[config.mk]
export PLATFORM = sky130hd
export DESIGN_NAME = ipfm_top
export DESIGN_NICKNAME = d
export VERILOG_FILES = /design/src/include/ipfm_pkg.sv /design/src/hw/ipfm_top.sv
export SDC_FILE = /design/constraint.sdc
export NUM_CORES = 1
export LEC_CHECK = 0
export BUFFER_PORTS_ARGS = -buffer_cell sky130_fd_sc_hd__buf_2
export CAP_MARGIN = 15
export CORE_MARGIN = 5
export CORE_UTILIZATION = 51
export CTS_CLUSTER_SIZE = 24
export DETAILED_ROUTE_END_ITERATION = 16
export PLACE_DENSITY = 0.78
export SLEW_MARGIN = 30
export SYNTH_ARGS = -nofsm -noshare
export SYNTH_HDL_FRONTEND = slang
export SYNTH_SLANG_ARGS = --single-unit
[constraint.sdc]
create_clock -name MCLK_IN -period 2 [get_ports MCLK_IN]
set_input_delay 0.1 -clock MCLK_IN [delete_from_list [all_inputs] [get_ports MCLK_IN]]
set_output_delay 0.1 -clock MCLK_IN [all_outputs]
set_load 0.1 [all_outputs]
[src/include/ipfm_pkg.sv]
// Constants, types and pin function tables for the interrupt pin function multiplexer
//
// Overview of operation
// - IRQ15 pin: 0 own irq or video enable, 1/6 speaker, 2 D3, 3 LED, 4 video, 5 hi-z, 7 IRQ5.
// - IRQ14 pin: 0 own irq, 1/6 speaker, 2 LED, 3 video, 4 IRQ4, 5 hi-z, 7 D3.
// - IRQ12 pin: 0 programmable IRQ12, 1/5/6 speaker, 2 LED, 3 video, 4 IRQ3, 7 D3.
// - IRQ11 pin: 0 own irq, 1/6 speaker, 2 D3, 3 LED, 4 video, 5 hi-z, 7 programmable IRQ12.
// - IRQ10 pin: 0 own irq or LED, 1/6 speaker, 2 LED, 3 video, 4 IRQ12, 5 IRQ15, 7 hi-z.
// - IRQ9 pin: select table as listed; fixed serial interrupt line in serial mode.
// - IRQ7 pin: 0 own irq or GPIO3, 1/6 speaker, 2 IRQ14, 3 LED, 4 video, 5 hi-z, 7 GPIO3.
// - IRQ5 pin: 0 own irq or GPIO2, 1/6 speaker, 2 IRQ12, 3 LED, 4 video, 5 hi-z, 7 GPIO2.
// - IRQ4 pin: 0 own irq or GPIO1, 1/6 speaker, 2 D3, 3 LED, 4 video, 5 hi-z, 7 GPIO1.
// - IRQ3 pin: 0 own irq or GPIO0, 1/6 speaker, 2 IRQ12, 3 LED, 4 video, 5 hi-z, 7 GPIO0.
// - All pin select fields clear to zero on reset.
// - GPIO pins only when serial interrupt mode and GPIO enable are both set.
// - GPIO lines start as inputs; data bits read back sampled pin states.
// - Bits 7..4 are GPIO directions, one means output, reset to zero.
// - An output GPIO line drives its last written data bit.
// - Both GPIO register locations share one storage.
// - Writable subsystem vendor id is read back at the read-only vendor id location.
// - Only global reset clears the writable subsystem vendor id.
// - GPIO enable low puts GPIO outputs in hi-z and ignores GPIO inputs.
package ipfm_pkg;

  localparam int ADDR_W = 14;
  localparam int PIN_COUNT = 10;
  localparam int SEL_W = 3;
  localparam int GPIO_COUNT = 4;

  // Printed offsets are register indices; byte address is four times the index
  localparam logic [ADDR_W-1:0] IDX_VENDOR_RO = 14'h0040;
  localparam logic [ADDR_W-1:0] IDX_PIN_SELECT = 14'h00A4;
  localparam logic [ADDR_W-1:0] IDX_GPIO_CFG = 14'h00AA;
  localparam logic [ADDR_W-1:0] IDX_MODE_CTRL = 14'h00B0;
  localparam logic [ADDR_W-1:0] IDX_VENDOR_WR = 14'h00C0;
  localparam logic [ADDR_W-1:0] IDX_GPIO_CARD = 14'h083A;
  localparam logic [ADDR_W-1:0] ADDR_VENDOR_RO = IDX_VENDOR_RO << 2;
  localparam logic [ADDR_W-1:0] ADDR_PIN_SELECT = IDX_PIN_SELECT << 2;
  localparam logic [ADDR_W-1:0] ADDR_GPIO_CFG = IDX_GPIO_CFG << 2;
  localparam logic [ADDR_W-1:0] ADDR_MODE_CTRL = IDX_MODE_CTRL << 2;
  localparam logic [ADDR_W-1:0] ADDR_VENDOR_WR = IDX_VENDOR_WR << 2;
  localparam logic [ADDR_W-1:0] ADDR_GPIO_CARD = IDX_GPIO_CARD << 2;

  // Field layout and reset values
  localparam int GPIO_ENABLE_BIT = 31;
  localparam int GPIO_DIR_LSB = 4;
  localparam int MODE_SERIAL_BIT = 0;
  localparam int MODE_LED_OPT_BIT = 1;
  localparam logic [31:0] PIN_SELECT_RESET = 32'h0000_0000;
  localparam logic [7:0] GPIO_RESET = 8'h00;
  localparam logic [15:0] VENDOR_RESET = 16'h0000;
  localparam logic [1:0] MODE_RESET = 2'h0;

  // AHB encodings
  localparam logic [1:0] HTRANS_NONSEQ = 2'h2;
  localparam logic [2:0] HSIZE_BYTE = 3'h0;
  localparam logic [2:0] HSIZE_HALF = 3'h1;

  typedef enum logic [3:0] {
    F_OWN = 4'h0, F_SPK = 4'h1, F_D3 = 4'h2, F_LED = 4'h3,
    F_ZV = 4'h4, F_HIZ = 4'h5, F_IRQ3 = 4'h6, F_IRQ4 = 4'h7,
    F_IRQ5 = 4'h8, F_IRQ12P = 4'h9, F_IRQ14 = 4'hA, F_IRQ15 = 4'hB,
    F_GPIO = 4'hC, F_SERIRQ = 4'hD
  } ipfm_func_t;

  // Pin order: IRQ3, IRQ4, IRQ5, IRQ7, IRQ9, IRQ10, IRQ11, IRQ12, IRQ14, IRQ15
  localparam int PIN_IRQ3 = 0;
  localparam int PIN_IRQ4 = 1;
  localparam int PIN_IRQ5 = 2;
  localparam int PIN_IRQ9 = 4;
  localparam int PIN_IRQ12 = 7;
  localparam int PIN_IRQ14 = 8;
  localparam int PIN_IRQ15 = 9;

  localparam ipfm_func_t FUNC_MAP [PIN_COUNT][8] = '{
    '{F_OWN, F_SPK, F_IRQ12P, F_LED, F_ZV, F_HIZ, F_SPK, F_GPIO},
    '{F_OWN, F_SPK, F_D3, F_LED, F_ZV, F_HIZ, F_SPK, F_GPIO},
    '{F_OWN, F_SPK, F_IRQ12P, F_LED, F_ZV, F_HIZ, F_SPK, F_GPIO},
    '{F_OWN, F_SPK, F_IRQ14, F_LED, F_ZV, F_HIZ, F_SPK, F_GPIO},
    '{F_OWN, F_SPK, F_IRQ12P, F_ZV, F_LED, F_IRQ15, F_SPK, F_HIZ},
    '{F_OWN, F_SPK, F_LED, F_ZV, F_IRQ12P, F_IRQ15, F_SPK, F_HIZ},
    '{F_OWN, F_SPK, F_D3, F_LED, F_ZV, F_HIZ, F_SPK, F_IRQ12P},
    '{F_IRQ12P, F_SPK, F_LED, F_ZV, F_IRQ3, F_SPK, F_SPK, F_D3},
    '{F_OWN, F_SPK, F_LED, F_ZV, F_IRQ4, F_HIZ, F_SPK, F_D3},
    '{F_OWN, F_SPK, F_D3, F_LED, F_ZV, F_HIZ, F_SPK, F_IRQ5}
  };

  // Code 0 meaning while serial interrupt mode is on
  localparam ipfm_func_t SERIAL_MAP [PIN_COUNT] = '{
    F_GPIO, F_GPIO, F_GPIO, F_GPIO, F_SERIRQ, F_LED, F_OWN, F_IRQ12P, F_OWN, F_ZV
  };

  typedef struct packed {
    logic write;
    logic [ADDR_W-1:0] addr;
    logic [3:0] strb;
  } ipfm_bus_req_t;

  typedef struct packed {
    logic val;
    logic oe;
  } ipfm_drive_t;

endpackage

[src/hw/ipfm_top.sv]
// Interrupt pin function multiplexer with GPIO and writable vendor id, AHB-Lite register slave
`timescale 1ns/1ps
module ipfm_top (
  // Clock, reset, enable
  input wire logic MCLK_IN,
  input wire logic RESET_N_IN,
  input wire logic CE_IN,
  // AHB-Lite slave
  input wire logic HSEL_IN,
  input wire logic [ipfm_pkg::ADDR_W-1:0] HADDR_IN,
  input wire logic [1:0] HTRANS_IN,
  input wire logic HWRITE_IN,
  input wire logic [2:0] HSIZE_IN,
  input wire logic [31:0] HWDATA_IN,
  input wire logic HREADY_IN,
  output logic [31:0] HRDATA_OUT,
  output logic HREADYOUT_OUT,
  output logic HRESP_OUT,
  // Internal function sources
  input wire logic [ipfm_pkg::PIN_COUNT-1:0] IRQ_REQ_IN,
  input wire logic SPEAKER_OUTPUT_IN,
  input wire logic LOW_POWER_STATE_INDICATOR_IN,
  input wire logic CARD_ACTIVITY_LED_N_IN,
  input wire logic ZOOMED_VIDEO_ENABLE_N_IN,
  input wire logic SERIAL_INTERRUPT_LINE_N_IN,
  input wire logic SERIAL_INTERRUPT_OE_IN,
  // Pins, each split into input, output and output enable
  input wire logic [ipfm_pkg::PIN_COUNT-1:0] PIN_IN,
  output logic [ipfm_pkg::PIN_COUNT-1:0] PIN_OUT,
  output logic [ipfm_pkg::PIN_COUNT-1:0] PIN_OE_OUT,
  // Serial interrupt line as seen on its pin
  output logic SERIAL_INTERRUPT_LINE_N_OUT
);

  // ----------------------------------------
  // Registers
  // ----------------------------------------
  logic [31:0] pin_select;
  logic [7:0] gpio_reg;
  logic [15:0] vendor_id;
  logic [1:0] mode_ctrl;
  logic [ipfm_pkg::GPIO_COUNT-1:0] gpio_in_q;
  ipfm_pkg::ipfm_bus_req_t dphase;
  logic dphase_valid;

  // ----------------------------------------
  // Bus decode
  // ----------------------------------------
  wire take_addr = HSEL_IN && HREADY_IN && HTRANS_IN[1] && CE_IN;
  wire [3:0] next_strb = (HSIZE_IN == ipfm_pkg::HSIZE_BYTE) ? (4'h1 << HADDR_IN[1:0]) :
                         (HSIZE_IN == ipfm_pkg::HSIZE_HALF) ? (HADDR_IN[1] ? 4'hC : 4'h3) : 4'hF;
  wire wr_commit = dphase_valid && dphase.write && CE_IN;
  wire [ipfm_pkg::ADDR_W-1:0] word_addr = {dphase.addr[ipfm_pkg::ADDR_W-1:2], 2'h0};
  wire hit_select = word_addr == ipfm_pkg::ADDR_PIN_SELECT;
  wire hit_gpio = (word_addr == ipfm_pkg::ADDR_GPIO_CFG) || (word_addr == ipfm_pkg::ADDR_GPIO_CARD);
  wire hit_vendor_wr = word_addr == ipfm_pkg::ADDR_VENDOR_WR;
  wire hit_vendor_ro = word_addr == ipfm_pkg::ADDR_VENDOR_RO;
  wire hit_mode = word_addr == ipfm_pkg::ADDR_MODE_CTRL;
  wire [31:0] wmask = {{8{dphase.strb[3]}}, {8{dphase.strb[2]}}, {8{dphase.strb[1]}}, {8{dphase.strb[0]}}};

  // ----------------------------------------
  // Mode and GPIO qualification
  // ----------------------------------------
  wire serial_mode = mode_ctrl[ipfm_pkg::MODE_SERIAL_BIT];
  wire led_drive_option = mode_ctrl[ipfm_pkg::MODE_LED_OPT_BIT];
  wire gpio_enable = pin_select[ipfm_pkg::GPIO_ENABLE_BIT];
  wire gpio_ok = gpio_enable && serial_mode;
  wire [ipfm_pkg::GPIO_COUNT-1:0] gpio_dir = gpio_reg[ipfm_pkg::GPIO_DIR_LSB +: ipfm_pkg::GPIO_COUNT];
  wire [ipfm_pkg::GPIO_COUNT-1:0] gpio_data = gpio_reg[ipfm_pkg::GPIO_COUNT-1:0];
  // Input lines read back the sampled pin, output lines the stored bit
  wire [ipfm_pkg::GPIO_COUNT-1:0] gpio_view = (gpio_dir & gpio_data) | (~gpio_dir & gpio_in_q);

  // ----------------------------------------
  // Read mux
  // ----------------------------------------
  wire [31:0] rd_gpio = {24'h000000, gpio_dir, gpio_view};
  wire [31:0] rd_vendor = {16'h0000, vendor_id};
  wire [31:0] rd_mode = {30'h00000000, mode_ctrl};
  wire [31:0] rd_word = hit_select ? pin_select :
                        hit_gpio ? rd_gpio :
                        (hit_vendor_wr || hit_vendor_ro) ? rd_vendor :
                        hit_mode ? rd_mode : 32'h00000000;

  // Zero wait states; a low enable stalls the bus so frozen state stays coherent
  assign HREADYOUT_OUT = CE_IN;
  assign HRESP_OUT = 1'b0;
  assign HRDATA_OUT = (dphase_valid && !dphase.write) ? rd_word : 32'h00000000;

  // ----------------------------------------
  // Write merges
  // ----------------------------------------
  wire [31:0] next_select = (pin_select & ~wmask) | (HWDATA_IN & wmask);
  wire [7:0] next_gpio = (gpio_reg & ~wmask[7:0]) | (HWDATA_IN[7:0] & wmask[7:0]);
  wire [15:0] next_vendor = (vendor_id & ~wmask[15:0]) | (HWDATA_IN[15:0] & wmask[15:0]);
  wire [1:0] next_mode = (mode_ctrl & ~wmask[1:0]) | (HWDATA_IN[1:0] & wmask[1:0]);

  always_ff @(posedge MCLK_IN or negedge RESET_N_IN) begin
    if (!RESET_N_IN) begin
      dphase_valid <= 1'b0;
      dphase <= '0;
    end else if (CE_IN) begin
      dphase_valid <= take_addr;
      if (take_addr) begin
        dphase <= '{write: HWRITE_IN, addr: HADDR_IN, strb: next_strb};
      end
    end
  end

  // Global reset is the only reset here, so it alone clears the vendor id
  always_ff @(posedge MCLK_IN or negedge RESET_N_IN) begin
    if (!RESET_N_IN) begin
      pin_select <= ipfm_pkg::PIN_SELECT_RESET;
      gpio_reg <= ipfm_pkg::GPIO_RESET;
      vendor_id <= ipfm_pkg::VENDOR_RESET;
      mode_ctrl <= ipfm_pkg::MODE_RESET;
    end else if (wr_commit) begin
      if (hit_select) pin_select <= next_select;
      if (hit_gpio) gpio_reg <= next_gpio;
      if (hit_vendor_wr) vendor_id <= next_vendor;
      if (hit_mode) mode_ctrl <= next_mode;
    end
  end

  // Inputs are ignored while GPIO is not enabled
  always_ff @(posedge MCLK_IN or negedge RESET_N_IN) begin
    if (!RESET_N_IN) begin
      gpio_in_q <= '0;
    end else if (CE_IN) begin
      gpio_in_q <= gpio_ok ? PIN_IN[ipfm_pkg::GPIO_COUNT-1:0] : '0;
    end
  end

  // ----------------------------------------
  // Pin function selection
  // ----------------------------------------
  wire irq12_prog = led_drive_option ? CARD_ACTIVITY_LED_N_IN : IRQ_REQ_IN[ipfm_pkg::PIN_IRQ12];

  function automatic ipfm_pkg::ipfm_drive_t drive_of(input ipfm_pkg::ipfm_func_t f, input logic own,
                                                      input logic gp_ok, input logic gp_dir, input logic gp_dat);
    ipfm_pkg::ipfm_drive_t d;
    d = '{val: 1'b0, oe: 1'b1};
    unique case (f)
      ipfm_pkg::F_OWN: d.val = own;
      ipfm_pkg::F_SPK: d.val = SPEAKER_OUTPUT_IN;
      ipfm_pkg::F_D3: d.val = LOW_POWER_STATE_INDICATOR_IN;
      ipfm_pkg::F_LED: d.val = CARD_ACTIVITY_LED_N_IN;
      ipfm_pkg::F_ZV: d.val = ZOOMED_VIDEO_ENABLE_N_IN;
      ipfm_pkg::F_HIZ: d.oe = 1'b0;
      ipfm_pkg::F_IRQ3: d.val = IRQ_REQ_IN[ipfm_pkg::PIN_IRQ3];
      ipfm_pkg::F_IRQ4: d.val = IRQ_REQ_IN[ipfm_pkg::PIN_IRQ4];
      ipfm_pkg::F_IRQ5: d.val = IRQ_REQ_IN[ipfm_pkg::PIN_IRQ5];
      ipfm_pkg::F_IRQ12P: d.val = irq12_prog;
      ipfm_pkg::F_IRQ14: d.val = IRQ_REQ_IN[ipfm_pkg::PIN_IRQ14];
      ipfm_pkg::F_IRQ15: d.val = IRQ_REQ_IN[ipfm_pkg::PIN_IRQ15];
      ipfm_pkg::F_GPIO: begin
        d.val = gp_dat;
        d.oe = gp_ok && gp_dir;
      end
      ipfm_pkg::F_SERIRQ: begin
        d.val = SERIAL_INTERRUPT_LINE_N_IN;
        d.oe = SERIAL_INTERRUPT_OE_IN;
      end
      default: d.oe = 1'b0;
    endcase
    return d;
  endfunction

  ipfm_pkg::ipfm_func_t pin_func [ipfm_pkg::PIN_COUNT];
  ipfm_pkg::ipfm_drive_t next_drive [ipfm_pkg::PIN_COUNT];
  logic [ipfm_pkg::GPIO_COUNT-1:0] gpio_pick;

  genvar p;
  generate
    for (p = 0; p < ipfm_pkg::PIN_COUNT; p++) begin : g_pin
      localparam int LSB = p * ipfm_pkg::SEL_W;
      wire [ipfm_pkg::SEL_W-1:0] sel = pin_select[LSB +: ipfm_pkg::SEL_W];
      wire sel_zero = sel == '0;
      // Serial mode swaps code 0 meaning; the serial line pin ignores its select entirely
      wire serial_fixed = serial_mode && (p == ipfm_pkg::PIN_IRQ9);
      assign pin_func[p] = serial_fixed ? ipfm_pkg::F_SERIRQ :
                           (serial_mode && sel_zero) ? ipfm_pkg::SERIAL_MAP[p] :
                           ipfm_pkg::FUNC_MAP[p][sel];
      if (p < ipfm_pkg::GPIO_COUNT) begin : g_gpio
        assign next_drive[p] = drive_of(pin_func[p], IRQ_REQ_IN[p], gpio_ok, gpio_dir[p], gpio_data[p]);
        assign gpio_pick[p] = pin_func[p] == ipfm_pkg::F_GPIO;
      end else begin : g_plain
        assign next_drive[p] = drive_of(pin_func[p], IRQ_REQ_IN[p], 1'b0, 1'b0, 1'b0);
      end
      // Registered so a select change switches the pin cleanly on one edge
      always_ff @(posedge MCLK_IN or negedge RESET_N_IN) begin
        if (!RESET_N_IN) begin
          PIN_OUT[p] <= 1'b0;
          PIN_OE_OUT[p] <= 1'b0;
        end else if (CE_IN) begin
          PIN_OUT[p] <= next_drive[p].val;
          PIN_OE_OUT[p] <= next_drive[p].oe;
        end
      end
    end
  endgenerate

  assign SERIAL_INTERRUPT_LINE_N_OUT = PIN_IN[ipfm_pkg::PIN_IRQ9];
endmodule

=== After elaboration in Yosys (flattened, before gate mapping) ===
Memories as Yosys holds them, arrays and structs flattened.
Index checks and enable logic that the tools add are counted.

* Memory bits (read-only): 320
* Bits in writable memories: 0
* Bits in latches: 0
* Memories kept: 10
* Flip-flop bits (word level): 102

{| class="wikitable"
|+ Memories
! memory !! depth !! width !! rd ports !! clocked after Yosys merged registers in !! write ports !! line !! source
|-
| (name not given) || 8 || 4 || 1 || 0 || 0 || ipfm_top.sv:182 || <nowiki>ipfm_pkg::FUNC_MAP[p][sel];</nowiki>
|-
| (name not given) || 8 || 4 || 1 || 0 || 0 || ipfm_top.sv:182 ||
|-
| (name not given) || 8 || 4 || 1 || 0 || 0 || ipfm_top.sv:182 ||
|-
| (name not given) || 8 || 4 || 1 || 0 || 0 || ipfm_top.sv:182 ||
|-
| (name not given) || 8 || 4 || 1 || 0 || 0 || ipfm_top.sv:182 ||
|-
| (name not given) || 8 || 4 || 1 || 0 || 0 || ipfm_top.sv:182 ||
|-
| +4 memories || - || - || - || - || - || - ||
|}

* Divide/modulo/power cells: 0
* Order comparisons: 10
* Reduce and logical (&&, ||, !) cells: 65
* Add/sub/neg operators: 0
* Equal/unequal tests: 121
* Multiply operators: 0
* Muxes and demuxes: 61
* Bitwise operators: 30
* Shift-type cells: 1

{| class="wikitable"
|+ Operator list
! cell !! number
|-
| 4-bit == test (second input constant) || 54
|-
| 4-bit 2-to-1 mux || 35
|-
| 4-bit by 3-bit == test with 1-bit output (second input constant) || 30
|-
| 11-bit OR reduction || 10
|-
| 1-bit one-hot mux with 12 select lines || 7
|-
| 4-bit by 2-bit == test with 1-bit output (second input constant) || 20
|-
| 32-bit bitwise AND || 2
|-
| 32-bit 2-to-1 mux || 2
|-
| 12-bit by 8-bit == test with 1-bit output (second input constant) || 4
|-
| 4-bit by 1-bit == test with 1-bit output (second input constant) || 10
|-
| 4-bit greater-or-equal comparator (second input constant) || 10
|-
| 4-bit logical NOT || 10
|-
| 3-bit NOT with 4-bit output || 10
|-
| 3-bit logical NOT || 11
|-
| 16-bit bitwise AND || 2
|-
| 16-bit 2-to-1 mux || 2
|-
| 32-bit NOT || 1
|-
| 32-bit bitwise OR || 1
|-
| 1-bit one-hot mux with 11 select lines || 2
|-
| 1-bit logical AND || 21
|-
| 8-bit bitwise AND || 2
|-
| 16-bit NOT || 1
|-
| 16-bit bitwise OR || 1
|-
| 1-bit one-hot mux with 13 select lines || 1
|-
| 20 further kinds || 39
|}

=== Longest topological paths before layout ===
* Depth in word-level cells: 9
* Mapped depth: 8

=== Least setup slack after synthesis ===
No wires, ideal clock.

* Kind: register to output
* Start: register dphase[6] (netlist name)
* End: output port HRDATA_OUT[0]
* Required time: 1900 ps
* Cell stages (with the launch flop): 7
* Buffers on the path: 1
* Slack: -1145 ps
* Data arrival time: 3045 ps
* Cells stage by stage: dfrtp_1 > nor4_1 > nand2_1 > nor4b_4 > buf_2 > a22oi_1 > a21oi_1

* Word-level cells in the longest chain between the ends: 6

{| class="wikitable"
|+ Ends and longest elaborated chain
! what !! line !! source
|-
| start: declaration || ipfm_top.sv:43 || <nowiki>ipfm_pkg::ipfm_bus_req_t dphase;</nowiki>
|-
| start signal: assignment || ipfm_top.sv:104 || <nowiki>dphase <= '{write: HWRITE_IN, addr: HADDR_IN, strb: next_strb};</nowiki>
|-
| 12-bit by 8-bit == test with 1-bit output (tied with other cells) || ipfm_top.sv:58 || <nowiki>wire hit_mode = word_addr == ipfm_pkg::ADDR_MODE_CTRL;</nowiki>
|-
| 2-bit 2-to-1 mux or 1-bit logical OR (tied branches) || ipfm_top.sv:82, ipfm_top.sv:81 ||
|-
| 16-bit 2-to-1 mux || ipfm_top.sv:81 || <nowiki>(hit_vendor_wr || hit_vendor_ro) ? rd_vendor :</nowiki>
|-
| 16-bit 2-to-1 mux || ipfm_top.sv:80 || <nowiki>hit_gpio ? rd_gpio :</nowiki>
|-
| 32-bit 2-to-1 mux (*) || ipfm_top.sv:79 || <nowiki>wire [31:0] rd_word = hit_select ? pin_select :</nowiki>
|-
| 32-bit 2-to-1 mux (*) || ipfm_top.sv:87 || <nowiki>assign HRDATA_OUT = (dphase_valid && !dphase.write) ? rd_word : 32'h00000000;</nowiki>
|-
| end: declaration || ipfm_top.sv:16 || <nowiki>output logic [31:0] HRDATA_OUT,</nowiki>
|}

Mark *: on every way between the ends. The rest lies on a longest branch, timed or not.

=== Final worst setup path ===
* Start: register dphase[6] (netlist name)
* End: output port HRDATA_OUT[2]

* Word-level cells in the longest chain between the ends: 6

{| class="wikitable"
|+ Ends and longest elaborated chain
! what !! line
|-
| 12-bit by 8-bit == test with 1-bit output or 12-bit by 7-bit == test with 1-bit output (tied branches) || ipfm_top.sv:56, ipfm_top.sv:57
|-
| 1-bit logical OR || ipfm_top.sv:81
|-
| 16-bit 2-to-1 mux || ipfm_top.sv:81
|-
| 16-bit 2-to-1 mux || ipfm_top.sv:80
|-
| 32-bit 2-to-1 mux (*) || ipfm_top.sv:79
|-
| 32-bit 2-to-1 mux (*) || ipfm_top.sv:87
|}

Marked as above.

==> summary.md <==
| Metric | Value |
|---|---|
| Final period utilization | 1.21 |
| Area Growth Syn to Fin | 44.4% |
| Worst r2r src | dphase[6] |
| GRT Residual Overflow | 0 |
| GRT Total Usage | 0.264 |
| Clock sink total | 100 |
| Initial DRC Count | 660 |
| Cells after DPL | 1013 |
| Share of layout cells above drive strength 1 | 0.405 |
| Placement Rows | 41 |
| H-tree lvl count | 3 |
| Commonest non-fill, non-tap cell in the layout | buf_2 |
| Worst Skew | 0.00960 ns |
| Setup WS post-layout | -0.426 ns |
| Pwr per Cell Area | approximately 490 mW/mm2 |
| Number of I/O port buffers | 128 |
| Setup Viol. Count Final | 83 |
| 1st-pass router iterations | 7 |
| Ys flop type | dfrtp_1 |
| Clock Tree Buf Depth | 2 |
| Outcome | finished with violations |
| Worst VDD drop | 0.650 mV |
| # IOs | between 100 and 150 |
| Seq cells post-synth | 100 |
| Tmin final | 2.43 ns |
| Post-synth top area cell | dfrtp_1 |
| Initial antenna violation count | 0 |
| Fill count | around 870 |
| WHS Path Cells | 2 |
| CTS clk-pin slew, worst paths | 0.08 ns |
| Required time of the critical path | roughly 1.9 ns |
| Vias in the first global route | 6909 |
| Final Hold Fails | 0 |
| Yosys Warn Count | 0 |
| Hpwl dp | 14700 um |
| Fmax | 0.412 GHz |
| RSZ-0062 raised after global routing | yes |
| Root buf cell | clkbuf_16 |
| Max Cap Viol | 0 |
| Slowest stage delay, CP | 0.56 ns |
| Reg area | 0.00251 mm2 |
| Sequential share of the synthesized area | 0.375 |
| Commonest cells after routing, fill and taps aside | 95 x buf_2, 94 x dfrtp_1, 49 x nand2_1, 49 x buf_4, 48 x mux2_2 |
| ANT nets after route | 0 |
| Failing checks | setup timing |
| Hold WC Path Type | input pin to register |
| Critical Path, Cell by Cell | or4_4 > nor4b_4 > buf_6 > a222oi_1 > nor2_4 > buf_12 |
| CTS tree | yes |
| DR vias/cell | 6.05 |
| Layout Nets | just over 1000 |
| Die area | between 0.015 and 0.02 mm2 |
| Multi-input logic area | 0.00431 mm2 |
| Post-Syn Instances | 701 |
| Rel. slew slack | 0.585 |
| Pleak | 4.23 nW |
| Worst Path Max Fanout | 8 |
| Critical Path Sink Type | primary output |
| Syn avg cell area | 9.52 um2 |
| Die Height | 124 um |
| GPL Wtd Cong | 0.964 |
| Util after Layout | 0.757 |
| WP data arrival | 2.33 ns |
| Via count | around 6600 |
| First-pass GRT wire length | approximately 34000 um |
| Synth cell types | 70 |
| DR DRC count | 0 |
| Startpoint Class | register |
| Final WL | 21200 um |
| Wire per inst | 19.6 um |
| Number of synthesized flops with an enable pin | 0 |
| Core ar. | roughly 0.013 mm2 |
| Cell area after synthesis | roughly 0.0067 mm2 |
| Slowest CP cell | or4_4 |
| Main area contributors after synthesis | dfrtp_1 38%, mux2_2 13%, ha_1 5.6%, o21ai_0 3.0%, nand2_1 2.8% |
| Worst skew pair latency | 0.36 ns |
| Slew Limit Fails | 0 |
| Synth top area share | 0.375 |
| Worst-Margin Slew | 0.622 ns |
| Async SR Flop Fraction | 1.00 |
| Inserted Diodes | 0 |
| Worst Hold Launch | HWDATA_IN[9] |
| Setup TNS | -16.25 ns |
| Critical path type | register to primary output |
| Post-Layout Cell Count | 1084 |
| Clock buffer count from CTS | 9 |
| Largest net degree at the start of global routing | 48 |
| R2R depth | 6 |
| Flop2flop setup slack | -0.23 ns |
| Die width | 124 um |
| Syn nets | ~800 |
| Initial core utilization | 0.524 |
==> area by class of cell <==
cell class | instances | share of cell area
well taps | 172 | 0.0223
clock inverters | 5 | 0.00533
flip-flops and latches | 100 | 0.261
clock buffers | 11 | 0.0252
inverters | 43 | 0.0168
repair buffers | 235 | 0.222
multi-input cells | 518 | 0.447
==> per-layer routing <==
metal	track usage	up-vias	share of wire
met5	0	-	0
met1	0.299	3177	0.38
li1	-	2974	-
met3	0.0630	70	0.077
met2	0.467	341	0.51
met4	0.125	0	0.036
==> power breakdown <==
part           internal [mW]  switching [mW]  total (mW)
logic                  0.320           0.479       0.799
registers               2.12          0.0819        2.20
clock network          0.911           0.851        1.76
total                   3.35            1.41        4.76
==> logic make-up after synthesis <==
| group | after synthesis | share of synthesized area |
|---|---|---|
| AND/OR/NAND/NOR | 211 | 0.176 |
| AO/OA/AOI/OAI | 186 | 0.189 |
| flip-flops | 100 | 0.375 |
| multiplexers | 90 | 0.152 |
| buffers and inverters | 83 | 0.0503 |
| adder cells (fa/ha/maj) | 30 | 0.0563 |
| other | 1 | 0.000562 |
==> metrics by stage <==
step	hold WS (ns)	cell area [um2]	total power, mW	setup WS (ns)
final	0.0104	9630	4.76	-0.426
after global routing	0.00912	9630	4.92	-0.509
after CTS	0.0000486	9470	4.74	-0.383
after detailed placement	0.157	8540	2.91	-0.0794
after global placement	0.142	8540	2.88	-0.0191
after floorplan	-0.196	6940	2.64	-0.257
==> cell usage after synthesis (all sizes together), types with 4 or more instances <==
| library cell | number |
|---|---|
| a211o | 4 |
| a211oi | 6 |
| a21boi | 4 |
| a21o | 4 |
| a21oi | 36 |
| a222oi | 7 |
| a22o | 5 |
| a22oi | 16 |
| a2bb2oi | 5 |
| a31oi | 13 |
| a32oi | 5 |
| and2 | 18 |
| and3 | 7 |
| buf | 13 |
| clkbuf | 27 |
| dfrtp | 100 |
| ha | 30 |
| inv | 43 |
| mux2 | 80 |
| mux2i | 9 |
| nand2 | 49 |
| nand2b | 19 |
| nand3 | 9 |
| nand3b | 11 |
| nand4 | 8 |
| nor2 | 47 |
| nor2b | 11 |
| nor3 | 4 |
| nor3b | 7 |
| nor4 | 4 |
| nor4bb | 4 |
| o211ai | 4 |
| o21ai | 40 |
| o22ai | 10 |
==> worst max path at each step <==
stage | slack, ns | to | startpoint
global placement | -0.02 | register | dphase[7]
finish | -0.43 | HRDATA_OUT[2] | dphase[6]
detailed placement | -0.08 | PIN_OUT[4] | register
global route | -0.51 | HRDATA_OUT[7] | dphase[6]
CTS | -0.38 | HRDATA_OUT[7] | dphase[16]
floorplan | -0.26 | HRDATA_OUT[0] | dphase[6]
==> critical path, delay by kind of cell (launching register included) <==
family                 cells  cell delay (ns)
and+or+nand+nor            3             1.05
DFF                        1             0.41
buffers and inverters      2             0.37
AOI/OAI and AO/OA          1             0.13
==> repair_timing <==
action                                  4_1_cts  5_1_grt
pin swaps                                    22       17
endpoints found under the hold margin        91        1
hold buffers                                 42        1
gates resized for setup                      40       30
endpoints found under the setup margin       69       97
setup buffers                                 6        7
Note: power is estimated with default switching activity, not from simulation.
